--- config.mk ---
export PLATFORM = sky130hd
export DESIGN_NAME = cio_endpoint_flat
export DESIGN_NICKNAME = d
export VERILOG_FILES = /design/src/design/cio_pkg.sv /design/src/design/cio_if.sv /design/src/design/cio_endpoint.sv /design/src/design/cio_stage.sv /design/src/flat_wrapper.sv
export SDC_FILE = /design/constraint.sdc
export NUM_CORES = 1
export LEC_CHECK = 0
export BUFFER_PORTS_ARGS = -buffer_cell sky130_fd_sc_hd__buf_2
export CORE_AREA = 2 2 166 168
export DETAILED_ROUTE_END_ITERATION = 6
export DIE_AREA = 0 0 168 170
export PLACE_DENSITY = 0.65
export RECOVER_POWER = 25
export SYNTH_ARGS = -nofsm -noshare
export SYNTH_HDL_FRONTEND = slang
export SYNTH_SLANG_ARGS = --single-unit
export TNS_END_PERCENT = 5
--- constraint.sdc ---
create_clock -name core_clk -period 1.8 [get_ports core_clk]
set_clock_uncertainty 0.05 [all_clocks]
set_input_delay 0.36 -clock core_clk [delete_from_list [all_inputs] [get_ports core_clk]]
set_output_delay 0.36 -clock core_clk [all_outputs]
set_load 0.01 [all_outputs]
--- src/design/cio_pkg.sv ---
// Shared constants and types for the condensed I/O stream port
package cio_pkg;
   localparam int DATA_W      = 64;
   localparam int KEEP_W      = 8;
   localparam int USER_W      = 32;
   localparam int RAW_USER_W  = 8;
   localparam int ID_W        = 16;
   localparam int SRC_ID_LSB  = 16;
   localparam int DST_ID_LSB  = 0;
   localparam int CRF_BIT     = 1;
   localparam int SHORT_ID_W  = 8;
   localparam logic [7:0]  KEEP_ALL   = 8'hff;
   localparam logic [31:0] USER_RST   = 32'h0000_0000;
   localparam logic [63:0] DATA_RST   = 64'h0;
   localparam logic [7:0]  KEEP_RST   = 8'h00;

   // Packet format fixed at generation, shared by both channels
   typedef enum logic [0:0] {
      FMT_COMPACT = 1'b0,
      FMT_RAW     = 1'b1
   } fmt_e;

   // Force upper byte of a 16-bit id to zero when 8-bit ids are in use
   function automatic logic [15:0] narrow_id(input logic [15:0] id, input logic short_ids);
      narrow_id = short_ids ? {8'h00, id[7:0]} : id;
   endfunction : narrow_id

   // Keep value for a beat in the raw stream format
   function automatic logic [7:0] raw_keep(input logic last, input logic [7:0] keep);
      raw_keep = last ? keep : KEEP_ALL;
   endfunction : raw_keep
endpackage : cio_pkg

--- src/design/cio_if.sv ---
// Interface joining the endpoint and the user design
`timescale 1ns/1ps
interface cio_if;
   // Transmit channel: user design is source
   logic        iotx_tvalid;
   logic        iotx_tready;
   logic [63:0] iotx_tdata;
   logic [7:0]  iotx_tkeep;
   logic        iotx_tlast;
   logic [31:0] iotx_tuser;
   // Receive channel: endpoint is source
   logic        iorx_tvalid;
   logic        iorx_tready;
   logic [63:0] iorx_tdata;
   logic [7:0]  iorx_tkeep;
   logic        iorx_tlast;
   logic [31:0] iorx_tuser;

   modport endpoint (
      input  iotx_tvalid, iotx_tdata, iotx_tkeep, iotx_tlast, iotx_tuser, iorx_tready,
      output iotx_tready, iorx_tvalid, iorx_tdata, iorx_tkeep, iorx_tlast, iorx_tuser
   );
   modport user (
      output iotx_tvalid, iotx_tdata, iotx_tkeep, iotx_tlast, iotx_tuser, iorx_tready,
      input  iotx_tready, iorx_tvalid, iorx_tdata, iorx_tkeep, iorx_tlast, iorx_tuser
   );
endinterface : cio_if

--- src/design/cio_endpoint.sv ---
// Endpoint end of the condensed I/O stream port
`timescale 1ns/1ps
// Notes on behaviour
// - All outbound packets share one transmit channel
// - All received packets share one receive channel
// - Beat moves only when valid and ready
// - 64-bit data, one beat per accepted cycle
// - Compact format: user holds transmit keep ones
// - Raw format: user keep ones except last
// - Compact format: receive keep always ones
// - Raw format: receive keep ones except last
// - Keep bit 7 is top byte
// - Last asserted on final beat only
// - Compact user field: source high, destination low
// - User zero-fills upper id byte, short ids
// - Endpoint zero-fills upper id byte, short ids
// - Transmit source id tied to device id
// - Raw format: 8-bit user, bit 1 flag
// - User field meaningful on first beat only
// - One format fixed for both channels
module cio_endpoint #(
   parameter cio_pkg::fmt_e FMT       = cio_pkg::FMT_COMPACT,
   parameter bit            SHORT_IDS = 1'b0
) (
   // Clock, reset and clock-enable shared by both channels
   input  wire logic         core_clk,
   input  wire logic         nrst,
   input  wire logic         ce,
   cio_if.endpoint           port,
   // Packed outbound beat handed to the transport side
   output logic              tx_valid,
   input  wire logic         tx_ready,
   output logic [63:0]       tx_data,
   output logic [7:0]        tx_keep,
   output logic              tx_last,
   output logic [31:0]       tx_user,
   output logic              tx_first,
   // Inbound beat from the transport side
   input  wire logic         rx_valid,
   output logic              rx_ready,
   input  wire logic [63:0]  rx_data,
   input  wire logic [7:0]   rx_keep,
   input  wire logic         rx_last,
   input  wire logic [15:0]  rx_src_id,
   input  wire logic [15:0]  rx_dst_id,
   input  wire logic         rx_crf
);
   // Stage word layout, top down: data, keep, last, user field, first flag
   localparam int BW        = 64 + 8 + 1 + 32 + 1;
   localparam int DATA_MSB  = BW - 1;
   localparam int KEEP_MSB  = BW - 65;
   localparam int LAST_POS  = BW - 73;
   localparam int USER_MSB  = 32;
   localparam int USER_LSB  = 1;
   localparam int FIRST_POS = 0;

   logic          tx_first_r;
   logic          tx_first_nxt;
   logic          rx_first_r;
   logic          rx_first_nxt;
   // Stage words and conditioned fields
   logic [BW-1:0] tx_in_beat;
   logic [BW-1:0] tx_out_beat;
   logic [BW-1:0] rx_in_beat;
   logic [BW-1:0] rx_out_beat;
   logic [31:0]   rx_user_fmt;
   logic [7:0]    rx_keep_fmt;
   logic          rx_out_valid;
   logic          tx_in_ready;
   logic [31:0]   tx_user_in;

   // single transmit channel
   // Every outbound packet type enters through this one stage
   // user field masked off later beats before the stage
   // so the transport side sees it straight from a flop
   assign tx_user_in = tx_first_r ? port.iotx_tuser : cio_pkg::USER_RST;
   assign tx_in_beat = {
      port.iotx_tdata,
      port.iotx_tkeep,
      port.iotx_tlast,
      tx_user_in,
      tx_first_r
   };

   // handshake on transmit
   // Ready is gated by ce inside the stage, so a frozen clock-enable never
   // lets the source believe a beat was taken
   cio_stage #(.W(BW)) u_tx (
      .core_clk  (core_clk),
      .nrst      (nrst),
      .ce        (ce),
      .in_valid  (port.iotx_tvalid),
      .in_ready  (tx_in_ready),
      .in_beat   (tx_in_beat),
      .out_valid (tx_valid),
      .out_ready (tx_ready),
      .out_beat  (tx_out_beat)
   );
   // Source sees the stage's own ready
   assign port.iotx_tready = tx_in_ready;

   // first-beat tracking
   // Transmit packet start: set after the last beat, cleared after any other
   always_comb begin
      tx_first_nxt = tx_first_r;
      if (port.iotx_tvalid && tx_in_ready) begin
         tx_first_nxt = port.iotx_tlast;
      end
   end

   // Reset opens a packet, so the very first beat carries the user field
   always_ff @(posedge core_clk or negedge nrst) begin
      if (!nrst) begin
         tx_first_r <= 1'b1;
      end else if (ce) begin
         tx_first_r <= tx_first_nxt;
      end
   end

   // Receive packet start, tracked the same way on the transport handshake
   always_comb begin
      rx_first_nxt = rx_first_r;
      if (rx_valid && rx_ready) begin
         rx_first_nxt = rx_last;
      end
   end

   // Reset opens a receive packet as well
   always_ff @(posedge core_clk or negedge nrst) begin
      if (!nrst) begin
         rx_first_r <= 1'b1;
      end else if (ce) begin
         rx_first_r <= rx_first_nxt;
      end
   end

   // Transmit outputs straight from the stage flops
   // unpack transmit beat
   assign tx_data  = tx_out_beat[DATA_MSB -: 64];
   assign tx_keep  = tx_out_beat[KEEP_MSB -: 8];
   assign tx_last  = tx_out_beat[LAST_POS];
   assign tx_first = tx_out_beat[FIRST_POS];
   // user already cleared on later beats
   assign tx_user  = tx_out_beat[USER_MSB:USER_LSB];

   // one format for both
   // Receive side formatting follows the same FMT parameter
   always_comb begin
      // Defaults: reserved user bits zero, keep full
      rx_user_fmt = cio_pkg::USER_RST;
      rx_keep_fmt = cio_pkg::KEEP_ALL;
      if (FMT == cio_pkg::FMT_COMPACT) begin
         // upper id byte zeroed when SHORT_IDS is set
         // Narrowing here once keeps the padding the same on every beat
         rx_user_fmt = {cio_pkg::narrow_id(rx_src_id, SHORT_IDS), cio_pkg::narrow_id(rx_dst_id, SHORT_IDS)};
         rx_keep_fmt = cio_pkg::KEEP_ALL;
      end else begin
         rx_user_fmt[cio_pkg::CRF_BIT] = rx_crf;
         rx_keep_fmt = cio_pkg::raw_keep(rx_last, rx_keep);
      end
      if (!rx_first_r) begin
         rx_user_fmt = cio_pkg::USER_RST;
      end
   end

   assign rx_in_beat = {
      rx_data,
      rx_keep_fmt,
      rx_last,
      rx_user_fmt,
      rx_first_r
   };

   // beat held until taken
   // Ready is gated by ce inside the stage, as on transmit
   cio_stage #(.W(BW)) u_rx (
      .core_clk  (core_clk),
      .nrst      (nrst),
      .ce        (ce),
      .in_valid  (rx_valid),
      .in_ready  (rx_ready),
      .in_beat   (rx_in_beat),
      .out_valid (rx_out_valid),
      .out_ready (port.iorx_tready),
      .out_beat  (rx_out_beat)
   );

   // Receive outputs straight from the stage flops
   assign port.iorx_tvalid = rx_out_valid;
   assign port.iorx_tdata  = rx_out_beat[DATA_MSB -: 64];
   assign port.iorx_tkeep  = rx_out_beat[KEEP_MSB -: 8];
   assign port.iorx_tlast  = rx_out_beat[LAST_POS];
   assign port.iorx_tuser  = rx_out_beat[USER_MSB:USER_LSB];
endmodule : cio_endpoint

--- src/design/cio_stage.sv ---
// One-deep skid-free register stage for a stream beat, with clock-enable gating
`timescale 1ns/1ps
module cio_stage #(
   parameter int W = 106
) (
   input  wire logic         core_clk,
   input  wire logic         nrst,
   input  wire logic         ce,
   input  wire logic         in_valid,
   output logic              in_ready,
   input  wire logic [W-1:0] in_beat,
   output logic              out_valid,
   input  wire logic         out_ready,
   output logic [W-1:0]      out_beat
);
   logic         valid_r;
   logic         valid_nxt;
   logic [W-1:0] beat_r;
   logic [W-1:0] beat_nxt;

   // Accept when empty or when the held beat leaves this cycle; a low
   // clock-enable withholds ready so no beat is handed over and then lost
   assign in_ready  = ce & (~valid_r | out_ready);
   assign out_valid = valid_r;
   assign out_beat  = beat_r;

   // Next state: a held beat never changes until taken
   always_comb begin
      valid_nxt = valid_r;
      beat_nxt  = beat_r;
      if (in_ready) begin
         valid_nxt = in_valid;
         if (in_valid) begin
            beat_nxt = in_beat;
         end
      end
   end

   always_ff @(posedge core_clk or negedge nrst) begin
      if (!nrst) begin
         valid_r <= 1'b0;
         beat_r  <= '0;
      end else if (ce) begin
         valid_r <= valid_nxt;
         beat_r  <= beat_nxt;
      end
   end
endmodule : cio_stage

--- src/flat_wrapper.sv ---
// flat-port wrapper written by rule: the top's interface ports become plain ports
module cio_endpoint_flat 
#(
   parameter cio_pkg::fmt_e FMT       = cio_pkg::FMT_COMPACT,
   parameter bit            SHORT_IDS = 1'b0
)
  (core_clk, nrst, ce, tx_valid, tx_ready, tx_data, tx_keep, tx_last, tx_user, tx_first, rx_valid, rx_ready, rx_data, rx_keep, rx_last, rx_src_id, rx_dst_id, rx_crf, port_iotx_tvalid, port_iotx_tdata, port_iotx_tkeep, port_iotx_tlast, port_iotx_tuser, port_iorx_tready, port_iotx_tready, port_iorx_tvalid, port_iorx_tdata, port_iorx_tkeep, port_iorx_tlast, port_iorx_tuser);
  cio_if port_i ();
  input  wire logic core_clk;
  input  wire logic nrst;
  input  wire logic ce;
  output logic tx_valid;
  input  wire logic tx_ready;
  output logic [63:0] tx_data;
  output logic [7:0] tx_keep;
  output logic tx_last;
  output logic [31:0] tx_user;
  output logic tx_first;
  input  wire logic rx_valid;
  output logic rx_ready;
  input  wire logic [63:0] rx_data;
  input  wire logic [7:0] rx_keep;
  input  wire logic rx_last;
  input  wire logic [15:0] rx_src_id;
  input  wire logic [15:0] rx_dst_id;
  input  wire logic rx_crf;
  input wire logic [$bits(port_i.iotx_tvalid)-1:0] port_iotx_tvalid;
  input wire logic [$bits(port_i.iotx_tdata)-1:0] port_iotx_tdata;
  input wire logic [$bits(port_i.iotx_tkeep)-1:0] port_iotx_tkeep;
  input wire logic [$bits(port_i.iotx_tlast)-1:0] port_iotx_tlast;
  input wire logic [$bits(port_i.iotx_tuser)-1:0] port_iotx_tuser;
  input wire logic [$bits(port_i.iorx_tready)-1:0] port_iorx_tready;
  output wire logic [$bits(port_i.iotx_tready)-1:0] port_iotx_tready;
  output wire logic [$bits(port_i.iorx_tvalid)-1:0] port_iorx_tvalid;
  output wire logic [$bits(port_i.iorx_tdata)-1:0] port_iorx_tdata;
  output wire logic [$bits(port_i.iorx_tkeep)-1:0] port_iorx_tkeep;
  output wire logic [$bits(port_i.iorx_tlast)-1:0] port_iorx_tlast;
  output wire logic [$bits(port_i.iorx_tuser)-1:0] port_iorx_tuser;
  assign port_i.iotx_tvalid = port_iotx_tvalid;
  assign port_i.iotx_tdata = port_iotx_tdata;
  assign port_i.iotx_tkeep = port_iotx_tkeep;
  assign port_i.iotx_tlast = port_iotx_tlast;
  assign port_i.iotx_tuser = port_iotx_tuser;
  assign port_i.iorx_tready = port_iorx_tready;
  assign port_iotx_tready = port_i.iotx_tready;
  assign port_iorx_tvalid = port_i.iorx_tvalid;
  assign port_iorx_tdata = port_i.iorx_tdata;
  assign port_iorx_tkeep = port_i.iorx_tkeep;
  assign port_iorx_tlast = port_i.iorx_tlast;
  assign port_iorx_tuser = port_i.iorx_tuser;
  cio_endpoint #(.FMT(FMT), .SHORT_IDS(SHORT_IDS)) u_core (.core_clk(core_clk), .nrst(nrst), .ce(ce), .port(port_i), .tx_valid(tx_valid), .tx_ready(tx_ready), .tx_data(tx_data), .tx_keep(tx_keep), .tx_last(tx_last), .tx_user(tx_user), .tx_first(tx_first), .rx_valid(rx_valid), .rx_ready(rx_ready), .rx_data(rx_data), .rx_keep(rx_keep), .rx_last(rx_last), .rx_src_id(rx_src_id), .rx_dst_id(rx_dst_id), .rx_crf(rx_crf));
endmodule
## After elaboration in Yosys (flattened, before gate mapping)

Cells that the tools add are included.

| word-level totals | value |
|---|---|
| bits in registers | 216 |
| input bits | 218 |
| output and inout bits | 215 |
| word-level logic and storage cells | 22 |

| cells by class | value |
|---|---|
| mux-type cells | 2 |
| bitwise gates (word level) | 6 |
| reductions and logical operators | 8 |

Operators by type and width:

| cell | number |
|---|---|
| 2-to-1 mux 32 bit | 2 |
| AND reduction 2 bit | 4 |
| AND reduction 3 bit | 2 |
| bitwise AND 1 bit | 2 |
| logical AND 1 bit | 2 |
| NOT 1 bit | 2 |
| OR 1 bit | 2 |

## Depth between registers and ports, before layout

Gate-level depths: netlist (run 1).

| logic depth | value |
|---|---|
| depth after elaboration | 5 |
| gate-level depth with buffers | 6 |
| gate-level depth less buffers | 3 |

## Hierarchy

A second synthesis (run 1) with hierarchy kept.

| second synthesis, totals | value |
|---|---|
| cells, all modules | 539 |
| area total of the unflattened synthesis | 8526.9 um^2 |

Modules (own cells, without submodules):

| module | instances | cells an instance | area each (um^2) |
|---|---|---|---|
| cio_stage | 2 | 231 | 4000.1 |
| cio_endpoint | 1 | 77 | 526.8 |

## Worst setup path after synthesis (run 1)

No wires, ideal clock.

| path | value |
|---|---|
| path kind | flip-flop to flip-flop |
| start | reg u_core.u_tx.valid_r, in the netlist u_core.u_tx.out_valid |
| end | reg u_core.u_tx.beat_r[105], in the netlist u_core.u_tx.out_beat[105] |
| library setup time | 0.125 ns |
| arrival time | 1.268 ns |
| required time | 1.625 ns |
| setup slack | 0.357 ns |
| cell stages (with the launch flop) | 6 |
| path buffers | 2 |
| period minus slack after synthesis | 1.443 ns |
| path through | dfrtp_1 > nand2b_1 > and3_4 > buf_6 > buf_6 > mux2_2 |

| between the ends | value |
|---|---|
| word-level cells in the longest chain between the ends | 4 |

Ends and longest elaborated chain:

| item | line | source |
|---|---|---|
| start, declared | cio_stage.sv:16 | `logic valid_r;` |
| start signal, assigned | cio_stage.sv:44 | `valid_r <= valid_nxt;` |
| NOT 1 bit | cio_stage.sv:23 | `assign in_ready = ce & (~valid_r \| out_ready);` |
| OR 1 bit | cio_stage.sv:23 |  |
| bitwise AND 1 bit | cio_stage.sv:23 |  |
| AND reduction 3 bit (no source line) | n/a |  |
| end signal, assigned | cio_stage.sv:45 | `beat_r <= beat_nxt;` |
| end, declared | cio_stage.sv:18 | `logic [W-1:0] beat_r;` |

No other way between the ends.
A chain may end at the register's enable or synchronous reset.

## Final worst setup path (run 1)

| path | value |
|---|---|
| start | reg u_core.u_tx.valid_r, in the netlist u_core.u_tx.out_valid |
| end | out port_iotx_tready |

| between the ends | value |
|---|---|
| word-level cells in the longest chain between the ends | 3 |

Ends and longest elaborated chain:

| item | line | source |
|---|---|---|
| NOT 1 bit | cio_stage.sv:23 |  |
| OR 1 bit | cio_stage.sv:23 |  |
| bitwise AND 1 bit | cio_stage.sv:23 |  |
| end, declared | flat_wrapper.sv:33 | `output wire logic [$bits(port_i.iotx_tready)-1:0] port_iotx_tready;` |

No other way between the ends.

==> results of run 1 <==
## worst max-delay path: cells and delay by family (launching register included)
family | cells | cell delay (ns)
buf+inv | 1 | 0.15
flops | 1 | 0.39
simple gates | 2 | 0.26
## power by group through the flow
| stage | Combinational (mW) | Sequential, mW | Clock, mW |
|---|---|---|---|
| after global placement | 3.52 | 6.29 | 0 |
| final | 3.53 | 6.25 | 4.99 |
| after detailed placement | 3.59 | 6.32 | 0 |
| after floorplan | 1.30 | 6.80 | 0 |
| after global routing | 3.85 | 6.40 | 5.40 |
| after CTS | 3.60 | 6.27 | 5.16 |
## through the flow
step	hold WS, ns	instance area, µm²
after floorplan	0.01441	8322
after global placement	0.2831	10870
after detailed placement	0.2841	10870
after CTS	0.002068	11690
after global routing	0.005833	11660
final	0.03298	11670
## state kept, by name (all words and copies together), names as in the netlist
name / flops
u_core.u_tx.out_beat: 106
u_core.u_tx.out_valid: 1
u_core.u_rx.out_beat: 98
u_core.tx_first_r: 1
u_core.rx_first_r: 1
u_core.u_rx.out_valid: 1
## final cells by class
cell class | instances | share of cell area, %
sequential | 208 | 44.64
multi-input combinational | 278 | 21.84
timing repair buffer | 451 | 20.88
clock buffer | 31 | 5.706
tap | 341 | 3.657
inverter | 64 | 2.059
clock inverter | 8 | 1.201
antenna | 1 | 0.02145
## logic make-up (layout without fill, tap and decap cells)
family,count (synthesis),after routing,share of synthesized area (%)
mux,207,207,27.05
buf+inv,102,554,6.901
flops,208,208,62.58
other cells,0,1,0
simple gates,71,71,3.473
## placed cells by master (no fill, tap or decap), drive strengths merged, types with 4 or more instances in the layout
cell,count
buf,447
dfrtp,206
mux2,143
inv,64
nand2,64
mux2i,64
clkbuf,34
bufinv,4
clkinv,4
## repair_timing
action / 4_1_cts / 5_1_grt
endpoints found under the setup margin: 0 / 1
resized for setup: 0 / 1
hold buffers: 1 / 0
hold endpoints to repair: 31 / 0
## path summary, 6_finish.rpt
kind | endpoint | slack [ns] | cells after the start | startpoint
hold reg to reg | u_core.u_tx.out_beat[100]$_DFFE_PN0P_ | 0.45 | 1 | u_core.u_tx.out_beat[100]$_DFFE_PN0P_
setup reg to reg | u_core.u_tx.out_beat[16]$_DFFE_PN0P_ | 0.16 | 5 | u_core.u_tx.out_valid$_DFFE_PN0P_
hold / removal | u_core.u_rx.out_beat[93]$_DFFE_PN0P_ | 0.03 | 2 | rx_data[51]
min in group asynchronous | u_core.u_rx.out_beat[66]$_DFFE_PN0P_ | 0.60 | 2 | nrst
max in group asynchronous | u_core.u_rx.out_beat[86]$_DFFE_PN0P_ | 0.21 | 3 | nrst
setup / recovery | port_iotx_tready | 0.09 | 3 | u_core.u_tx.out_valid$_DFFE_PN0P_
## per-layer routing
metal  routed length (µm)  GRT usage [%]  vias to the layer above
li1                     -              -                     2801
met1                 8348          17.34                     2834
met2                11040          26.77                      283
met3                 2070          5.233                       45
met4                  688          5.406                        0
met5                    0              0                        -
==> results.ini, run 1 <==
[outcome]
run_status = complete, no violations

[yosys]
ys_ff_latch = 208
postSynthAreaPerCell_um2 = 14.15
yosys_warnings = 0
synth.distinct_cells = 14
synth_edf_count = 0
yosys-top-cells-count = dfrtp_1, mux2_2, inv_1, mux2i_1, nand2_1
synth_area_mm2 = 0.008322
syn_nets = 806
yosysSeqAreaShare_pct = 62.58
synth_top_area_share_pct = 61.95
syn_inst = 588
yosysMostFrequentCell = dfrtp_1
async_flop_share_pct = 100.0
ys_top_cells_by_area = dfrtp_1, mux2_2, mux2i_1
synthFlopType = dfrtp_1
yosys.area.top_type = dfrtp_1

[power]
pwr-share-seq_pct = 42.3
p_per_area_mw_per_mm2 = 1266
swShare_pct = 28.27
finalPower_mw = 14.77
switchingPower_mw = 4.175
p_clk_share_pct = 33.8
total_leakage_power_nw = 5.885
p_comb_share_pct = 23.9
p_int_mw = 10.59
max-vdd-ir-drop_mv = 0.8714

[cells_and_area]
final_cells = 1382
multi_input_area_mm2 = 0.002547
fillCellCount = 2471
seqCellArea_mm2 = 0.005207
area_growth_pct = 40.19
drive_gt1_share_pct = 61.15
final_core_util_pct = 43.77
nets = 1244

[sta]
timing.final.crit_period_ns = 1.711
fin_tns_setup_ns = 0
hold_viol_final = 0
setup_viol = 0
relSlewSlack_pct = 19.28
max_slew.worst_pin.slew_ns = 1.211
fmax_mhz = 584.3
rsz0062_at_grt = no
report.final.slew_viol_count = 0
final.setup.worst_slack_ns = 0.08866
timing.final.crit_share_pct = 95.07

[detailed_routing]
wl_per_cell_um = 16.03
drt_iter0_drc = 190
drtPass1Iterations = 4
via_per_inst = 4.315
num_vias = 5963
drc = 0
ant_nets = 0
wl_um = 22150

[clock_tree]
post_cts_buffers = 0
cts_tree = yes
path_clk_slew_ns = 0.06
numCtsBuffers = 23
htreeDepth = 1
clk_path_buf_depth = 3
root_buffer = clkbuf_16
clock-sinks = 208
clock_latency_ns = 0.50

[grt]
grt_pass1_wl_um = 34690
grt.overflow.total = 0
grt_max_degree = 44
antenna_found_initial = 1
grt_usage_pct = 15.26
grt_pass1_vias = 6356

[worst_setup_path]
crit_path_start_kind = register
crit_arrival_ns = 1.30
critPathKind = reg -> out
worst_path_max_delay_cell = dfrtp_1
required_ns = 1.39
max_stage_delay_ns = 0.39
cp_cell_sequence = nand2b_1 > and2_1 > buf_2
cp-end-kind = output pin
critPathMaxFanout = 3

[flow_run]
drv_cap = 0

[min_path]
hold_class = in -> reg

[floorplanning]
core_area_mm2 = 0.02665
die-width_um = 168
dieArea_mm2 = 0.02856
rows = 60
initial_utilization_pct = 31.23
die_y_um = 170
ios = 433

[placed_design]
place_ws_ns = 0.07797
dp.cells = 1341
place_hpwl_um = 16920
io_buffer_count = 423
gp_congestion = 0.7872

Power figures use the tool's default switching activity.
==> run 2, diff against run 1 <==
- SYNTH_HIERARCHICAL: unset -> 1
==> results.ini, run 2 <==
[outcome]
run_status = complete, no violations  ; unchanged

[detailed_routing]
drt_iter0_drc = 169  ; was 190
drtPass1Iterations = 4  ; unchanged
ant_nets = 0  ; unchanged
drc = 0  ; unchanged
via_per_inst = 4.360  ; was 4.315
wl_per_cell_um = 15.73  ; was 16.03 µm
num_vias = 6195  ; was 5963
wl_um = 22360  ; was 22150 µm

[power]
p_per_area_mw_per_mm2 = 1172  ; was 1266 mW/mm²
p_clk_share_pct = 34.5  ; was 33.8%
max-vdd-ir-drop_mv = 0.7920  ; was 0.8714 mV
p_int_mw = 10.87  ; was 10.59 mW
switchingPower_mw = 4.076  ; was 4.175 mW
swShare_pct = 27.28  ; was 28.27%
pwr-share-seq_pct = 42.8  ; was 42.3%
p_comb_share_pct = 22.8  ; was 23.9%
total_leakage_power_nw = 6.378  ; was 5.885 nW

[floorplanning]
die_y_um = 170  ; unchanged
rows = 60  ; unchanged
die-width_um = 168  ; unchanged
dieArea_mm2 = 0.02856  ; unchanged
core_area_mm2 = 0.02665  ; unchanged
ios = 433  ; unchanged
initial_utilization_pct = 31.86  ; was 31.23%

[clock_tree]
root_buffer = clkbuf_16  ; unchanged
clock_latency_ns = 0.51  ; was 0.50 ns
path_clk_slew_ns = 0.06  ; about the same
clock-sinks = 215  ; was 208
post_cts_buffers = 0  ; unchanged
clk_path_buf_depth = 3  ; unchanged
htreeDepth = 1  ; unchanged
numCtsBuffers = 24  ; was 23
cts_tree = yes  ; unchanged

[sta]
max_slew.worst_pin.slew_ns = 0.5030  ; was 1.211 ns
report.final.slew_viol_count = 0  ; unchanged
setup_viol = 0  ; unchanged
timing.final.crit_share_pct = 96.77  ; was 95.07%
fin_tns_setup_ns = 0  ; unchanged
hold_viol_final = 0  ; unchanged
timing.final.crit_period_ns = 1.742  ; was 1.711 ns
fmax_mhz = 574.1  ; was 584.3 MHz
whs_ns = 0.02672  ; was 0.03298 ns
relSlewSlack_pct = 66.47  ; was 19.28%

[yosys]
syn_inst = 537  ; was 588
postSynthAreaPerCell_um2 = 15.81  ; was 14.15 µm²
synth_area_mm2 = 0.008491  ; was 0.008322 mm²
yosys_warnings = 6  ; was 0

[grt]
grt_usage_pct = 15.01  ; was 15.26%
antenna_found_initial = 0  ; was 1
grt_pass1_vias = 6661  ; was 6356
grt_max_degree = 44  ; unchanged
grt.overflow.total = 0  ; unchanged
grt_pass1_wl_um = 34430  ; was 34690 µm

[worst_setup_path]
crit_arrival_ns = 1.33  ; was 1.30 ns
reg2reg_to = u_core/u_tx/out_beat[55]$_DFFE_PN0P_  ; was u_core.u_tx.out_beat[16]$_DFFE_PN0P_
cp-end-kind = output pin  ; unchanged
worst_path_max_delay_cell = dfrtp_2  ; was dfrtp_1
crit_family = flip-flops  ; unchanged
cp_cell_sequence = a21boi_4 > buf_2  ; was nand2b_1 > and2_1 > buf_2
reg2reg_depth = 4  ; was 5
regToRegStartpoint = u_core/u_tx/out_valid$_DFFE_PN0P_  ; was u_core.u_tx.out_valid$_DFFE_PN0P_
critPathKind = reg -> out  ; unchanged
crit_end = port_iotx_tready  ; unchanged
max_stage_delay_ns = 0.46  ; was 0.39 ns
critPathMaxFanout = 4  ; was 3
cp-startpoint = u_core/u_tx/out_valid$_DFFE_PN0P_  ; was u_core.u_tx.out_valid$_DFFE_PN0P_
crit_path_start_kind = register  ; unchanged
worstSetupPathDepth = 2  ; was 3
ff2ff_setup_slack_ns = 0.25  ; was 0.16 ns
required_ns = 1.39  ; about the same
cp.buffers_inverters = 1  ; unchanged

[cells_and_area]
fillCellCount = 2384  ; was 2471
final_area_mm2 = 0.01275  ; was 0.01167 mm²
area_growth_pct = 50.19  ; was 40.19%
drive_gt1_share_pct = 58.89  ; was 61.15%
mostFrequentLayoutCells = buf_2, dfrtp_1, mux2_2, mux2_1, dlygate4sd3_1  ; was buf_2, dfrtp_1, mux2_2
nets = 1280  ; was 1244
diodes = 0  ; was 1
multi_input_area_mm2 = 0.002939  ; was 0.002547 mm²
layout_commonest_cell = buf_2  ; unchanged
seqCellArea_mm2 = 0.005384  ; was 0.005207 mm²
largest_register_ffs = 106  ; unchanged

[flow_run]
drv_cap = 0  ; unchanged

[min_path]
hold_path_depth = 2  ; unchanged
hold_class = in -> reg  ; unchanged

[placed_design]
place_hpwl_um = 16490  ; was 16920 µm
placed_area_mm2 = 0.01122  ; was 0.01087 mm²
gp_congestion = 0.7743  ; was 0.7872
io_buffer_count = 423  ; unchanged

## run 2: cell types whose count changed in the layout (fill, tap and decap cells not counted), sizes merged, moves of 4 or more
cell / previous run / this run
mux2: 143 / 213
nand2: 64 / 8
and2: 2 / 64
buf: 447 / 452
inv: 64 / 2
clkinv: 4 / 10
conb: 0 / 8
clkbuf: 34 / 30
mux2i: 64 / 0
dlygate4sd3: 1 / 67
dfrtp: 206 / 213
## run 2: worst register-to-register path, stage by stage (launching register included)
cell and delay [ns]:
dfrtp_2 0.46, a21oi_4 0.18, buf_12 0.17, buf_12 0.20, mux2_2 0.38
## run 2: worst min path at each step
stage | from | end | slack, ns
after floorplan | nrst | u_core/u_rx/out_beat[100]$_DFFE_PN0P_ | 0.01
after global placement | nrst | u_core/u_rx/out_beat[22]$_DFFE_PN0P_ | 0.29
after detailed placement | nrst | u_core/u_rx/out_beat[26]$_DFFE_PN0P_ | 0.29
after CTS | port_iotx_tkeep[1] | u_core/u_tx/out_beat[35]$_DFFE_PN0P_ | 0.0001
after global routing | rx_data[15] | u_core/u_rx/out_beat[57]$_DFFE_PN0P_ | 0.005
final | rx_data[42] | u_core/u_rx/out_beat[84]$_DFFE_PN0P_ | 0.03
## run 2: layout make-up
class | count | area share (%)
inverters | 2 | 0.05887
multi-input cells | 299 | 23.05
flip-flops and latches | 215 | 42.22
well taps | 341 | 3.346
clock inverters | 15 | 1.393
repair buffers | 520 | 24.68
clock buffers | 29 | 5.259
## run 2: per-stage QoR
step / instances / utilization (%) / setup WS [ns] / total power [mW]
6_report: 1421 / 47.85 / 0.05806 / 14.94
3_5_place_dp: 1310 / 42.09 / 0.06958 / 9.788
5_1_grt: 1421 / 47.85 / -0.01492 / 15.75
2_1_floorplan: 544 / - / 0.3822 / 8.044
4_1_cts: 1421 / 47.80 / 0.001285 / 15.18
3_3_place_gp: 1310 / 42.09 / 0.09275 / 9.683
## run 2: routing by layer
layer  GRT usage, %  share of wire [%]  up-vias
met5              0                  0        -
met4          5.671                3.6        0
met3          4.140                7.8       46
met2          28.67                 53      268
met1          15.61                 35     2981
li1               -                  -     2900
## run 2: what timing repair did
item	4_1_cts	5_1_grt
endpoints found under the setup margin	2	2
gates cloned	0	0
resized for setup	3	3
endpoints found under the hold margin	99	0
pin swaps	0	1
hold buffers	67	0
## run 2: power groups by stage
stage	clock network [mW]	registers, mW	logic (mW)
after CTS	5.33	6.40	3.45
final	5.15	6.39	3.40
after floorplan	0	6.88	1.16
after global routing	5.55	6.54	3.66
after global placement	0	6.43	3.26
after detailed placement	0	6.47	3.32
==> run 3, diff against run 2 <==
- CELL_PAD_IN_SITES_DETAIL_PLACEMENT: unset -> 0
- CELL_PAD_IN_SITES_GLOBAL_PLACEMENT: unset -> 1
- CORE_AREA: 2 2 166 168 -> 2 2 169 171
- CTS_BUF_LIST: unset -> sky130_fd_sc_hd__clkbuf_8
- DIE_AREA: 0 0 168 170 -> 0 0 171 173
- PLACE_DENSITY: 0.65 -> 0.77
==> results.ini, run 3 (same netlist as run 2, synthesis figures left out) <==
[outcome]
run_status = complete, no violations  ; unchanged

[detailed_routing]
drt_iter0_drc = 145  ; was 169
via_per_inst = 4.217  ; was 4.360
wl_um = 23780  ; was 22360 µm
ant_nets = 0  ; unchanged
num_vias = 6469  ; was 6195
drc = 0  ; unchanged
wl_per_cell_um = 15.50  ; was 15.73 µm
drtPass1Iterations = 4  ; unchanged

[floorplanning]
die_y_um = 173  ; was 170 µm
ios = 433  ; unchanged
die-width_um = 171  ; was 168 µm
rows = 61  ; was 60
core_area_mm2 = 0.02763  ; was 0.02665 mm²
initial_utilization_pct = 30.73  ; was 31.86%
dieArea_mm2 = 0.02958  ; was 0.02856 mm²

[sta]
max_slew.worst_pin.slew_ns = 0.8576  ; was 0.5030 ns
fin_tns_setup_ns = 0  ; unchanged
final.setup.worst_slack_ns = 0.1231  ; was 0.05806 ns
rsz0062_at_grt = no
report.final.slew_viol_count = 0  ; unchanged
timing.final.crit_share_pct = 93.16  ; was 96.77%
timing.final.crit_period_ns = 1.677  ; was 1.742 ns
setup_viol = 0  ; unchanged
relSlewSlack_pct = 42.83  ; was 66.47%
fmax_mhz = 596.3  ; was 574.1 MHz
hold_viol_final = 0  ; unchanged

[grt]
grt_pass1_wl_um = 36600  ; was 34430 µm
grt_use_met2_pct = 28.11  ; was 28.67%
top_usage_layer = met2  ; unchanged
grt.overflow.total = 0  ; unchanged
grt_usage_pct = 15.58  ; was 15.01%
grt_pass1_vias = 7057  ; was 6661
antenna_found_initial = 2  ; was 0
grt_max_degree = 57  ; was 44
grtUsageMet3_pct = 4.784  ; was 4.140%
grtUsageMet1_pct = 16.71  ; was 15.61%

[cells_and_area]
layout_commonest_cell = buf_2  ; unchanged
drive_gt1_share_pct = 55.98  ; was 58.89%
area_growth_pct = 54.76  ; was 50.19%
mostFrequentLayoutCells = buf_2, dfrtp_1, mux2_2, dlygate4sd3_1, mux2_1  ; was buf_2, dfrtp_1, mux2_2, mux2_1, dlygate4sd3_1
nets = 1347  ; was 1280
largest_register_ffs = 106  ; unchanged
final_cells = 1534  ; was 1421
fillCellCount = 2514  ; was 2384

[worst_setup_path]
critPathMaxFanout = 4  ; unchanged
critPathKind = reg -> out  ; unchanged
cp-end-kind = output pin  ; unchanged
ff2ff_setup_slack_ns = 0.29  ; was 0.25 ns
crit_path_start_kind = register  ; unchanged
crit_arrival_ns = 1.27  ; was 1.33 ns
required_ns = 1.39  ; about the same

[power]
p_per_area_mw_per_mm2 = 1080  ; was 1172 mW/mm²
total_leakage_power_nw = 6.565  ; was 6.378 nW
max-vdd-ir-drop_mv = 0.7307  ; was 0.7920 mV

[placed_design]
io_buffer_count = 423  ; unchanged
place_ws_ns = -0.003255  ; was 0.06958 ns
gp_congestion = 0.7522  ; was 0.7743
place_hpwl_um = 17080  ; was 16490 µm
dp.cells = 1359  ; was 1310

[clock_tree]
clock_latency_ns = 0.50  ; was 0.51 ns
clk_path_buf_depth = 3  ; unchanged
path_clk_slew_ns = 0.06  ; about the same
htreeDepth = 2  ; was 1
clock-sinks = 215  ; unchanged
numCtsBuffers = 38  ; was 24
root_buffer = clkbuf_8  ; was clkbuf_16
cts_tree = yes  ; unchanged

[flow_run]
drv_cap = 0  ; unchanged

[min_path]
hold_class = in -> reg  ; unchanged

## run 3: changes by cell type in the layout (fill, tap and decap cells not counted), moves of 2 or more
cell,previous run,this run
buf_4,20,17
clkbuf_2,0,3
diode_2,0,2
clkbuf_1,1,10
inv_1,2,15
clkbuf_8,4,48
dlygate4sd3_1,67,108
clkinv_2,10,3
clkbuf_4,0,2
clkbuf_16,25,0
bufinv_16,4,0
## run 3: report_power, final
part	switching [mW]	internal, mW	total [mW]
clock	1.90	2.38	4.28
sequential	0.529	5.85	6.38
combinational	1.65	1.88	3.53
total	4.08	10.1	14.2
## run 3: through the flow
step	cell area [µm²]	hold WS, ns	util, %	power (mW)
floorplan	8517	0.01441	-	8.044
global placement	11420	0.3495	41.32	9.760
detailed placement	11420	0.3496	41.32	9.854
CTS	13170	0.0001495	47.66	14.46
global route	13140	0.0001208	47.56	15.08
finish	13140	0.04262	47.56	14.19
## run 3: worst paths after layout
| kind | startpoint | end | depth (start not counted) |
|---|---|---|---|
| max in group asynchronous | nrst | u_core/u_tx/out_beat[90]$_DFFE_PN0P_ | 3 |
| min in group asynchronous | nrst | u_core/u_rx/out_beat[45]$_DFFE_PN0P_ | 2 |
| max reg2reg | u_core/u_rx/out_valid$_DFFE_PN0P_ | u_core/u_rx/out_beat[56]$_DFFE_PN0P_ | 3 |
| max | u_core/u_rx/out_valid$_DFFE_PN0P_ | rx_ready | 2 |
| min reg2reg | u_core/u_rx/out_beat[64]$_DFFE_PN0P_ | u_core/u_rx/out_beat[64]$_DFFE_PN0P_ | 1 |
| min | rx_data[3] | u_core/u_rx/out_beat[45]$_DFFE_PN0P_ | 2 |
## run 3: what timing repair did
item	CTS	global route
endpoints found under the hold margin	140	6
setup buffers	0	0
hold buffers	102	6
gates resized for setup	2	2
setup endpoints to repair	2	2
## run 3: metal layers
metal / share of wire (%) / routed length, µm
met5: 0 / 0
met4: 3.1 / 745
met3: 8.0 / 1895
met2: 52 / 12260
met1: 37 / 8876
## run 3: layout make-up
class / instances / area [µm²] / area share (%)
Timing Repair Buffer: 573 / 3608 / 27.46
Clock buffer: 48 / 660.6 / 5.028
Inverter: 2 / 7.507 / 0.05713
Clock inverter: 17 / 71.32 / 0.5428
Sequential cell: 215 / 5383 / 40.96
Tap cell: 378 / 473.0 / 3.599
Antenna cell: 2 / 5.005 / 0.03809
Multi-Input combinational cell: 299 / 2932 / 22.31
## run 3: worst max-delay path: stages (launching register included)
cell	delay [ns]
dfrtp_1	0.44
a21boi_2	0.16
buf_2	0.17
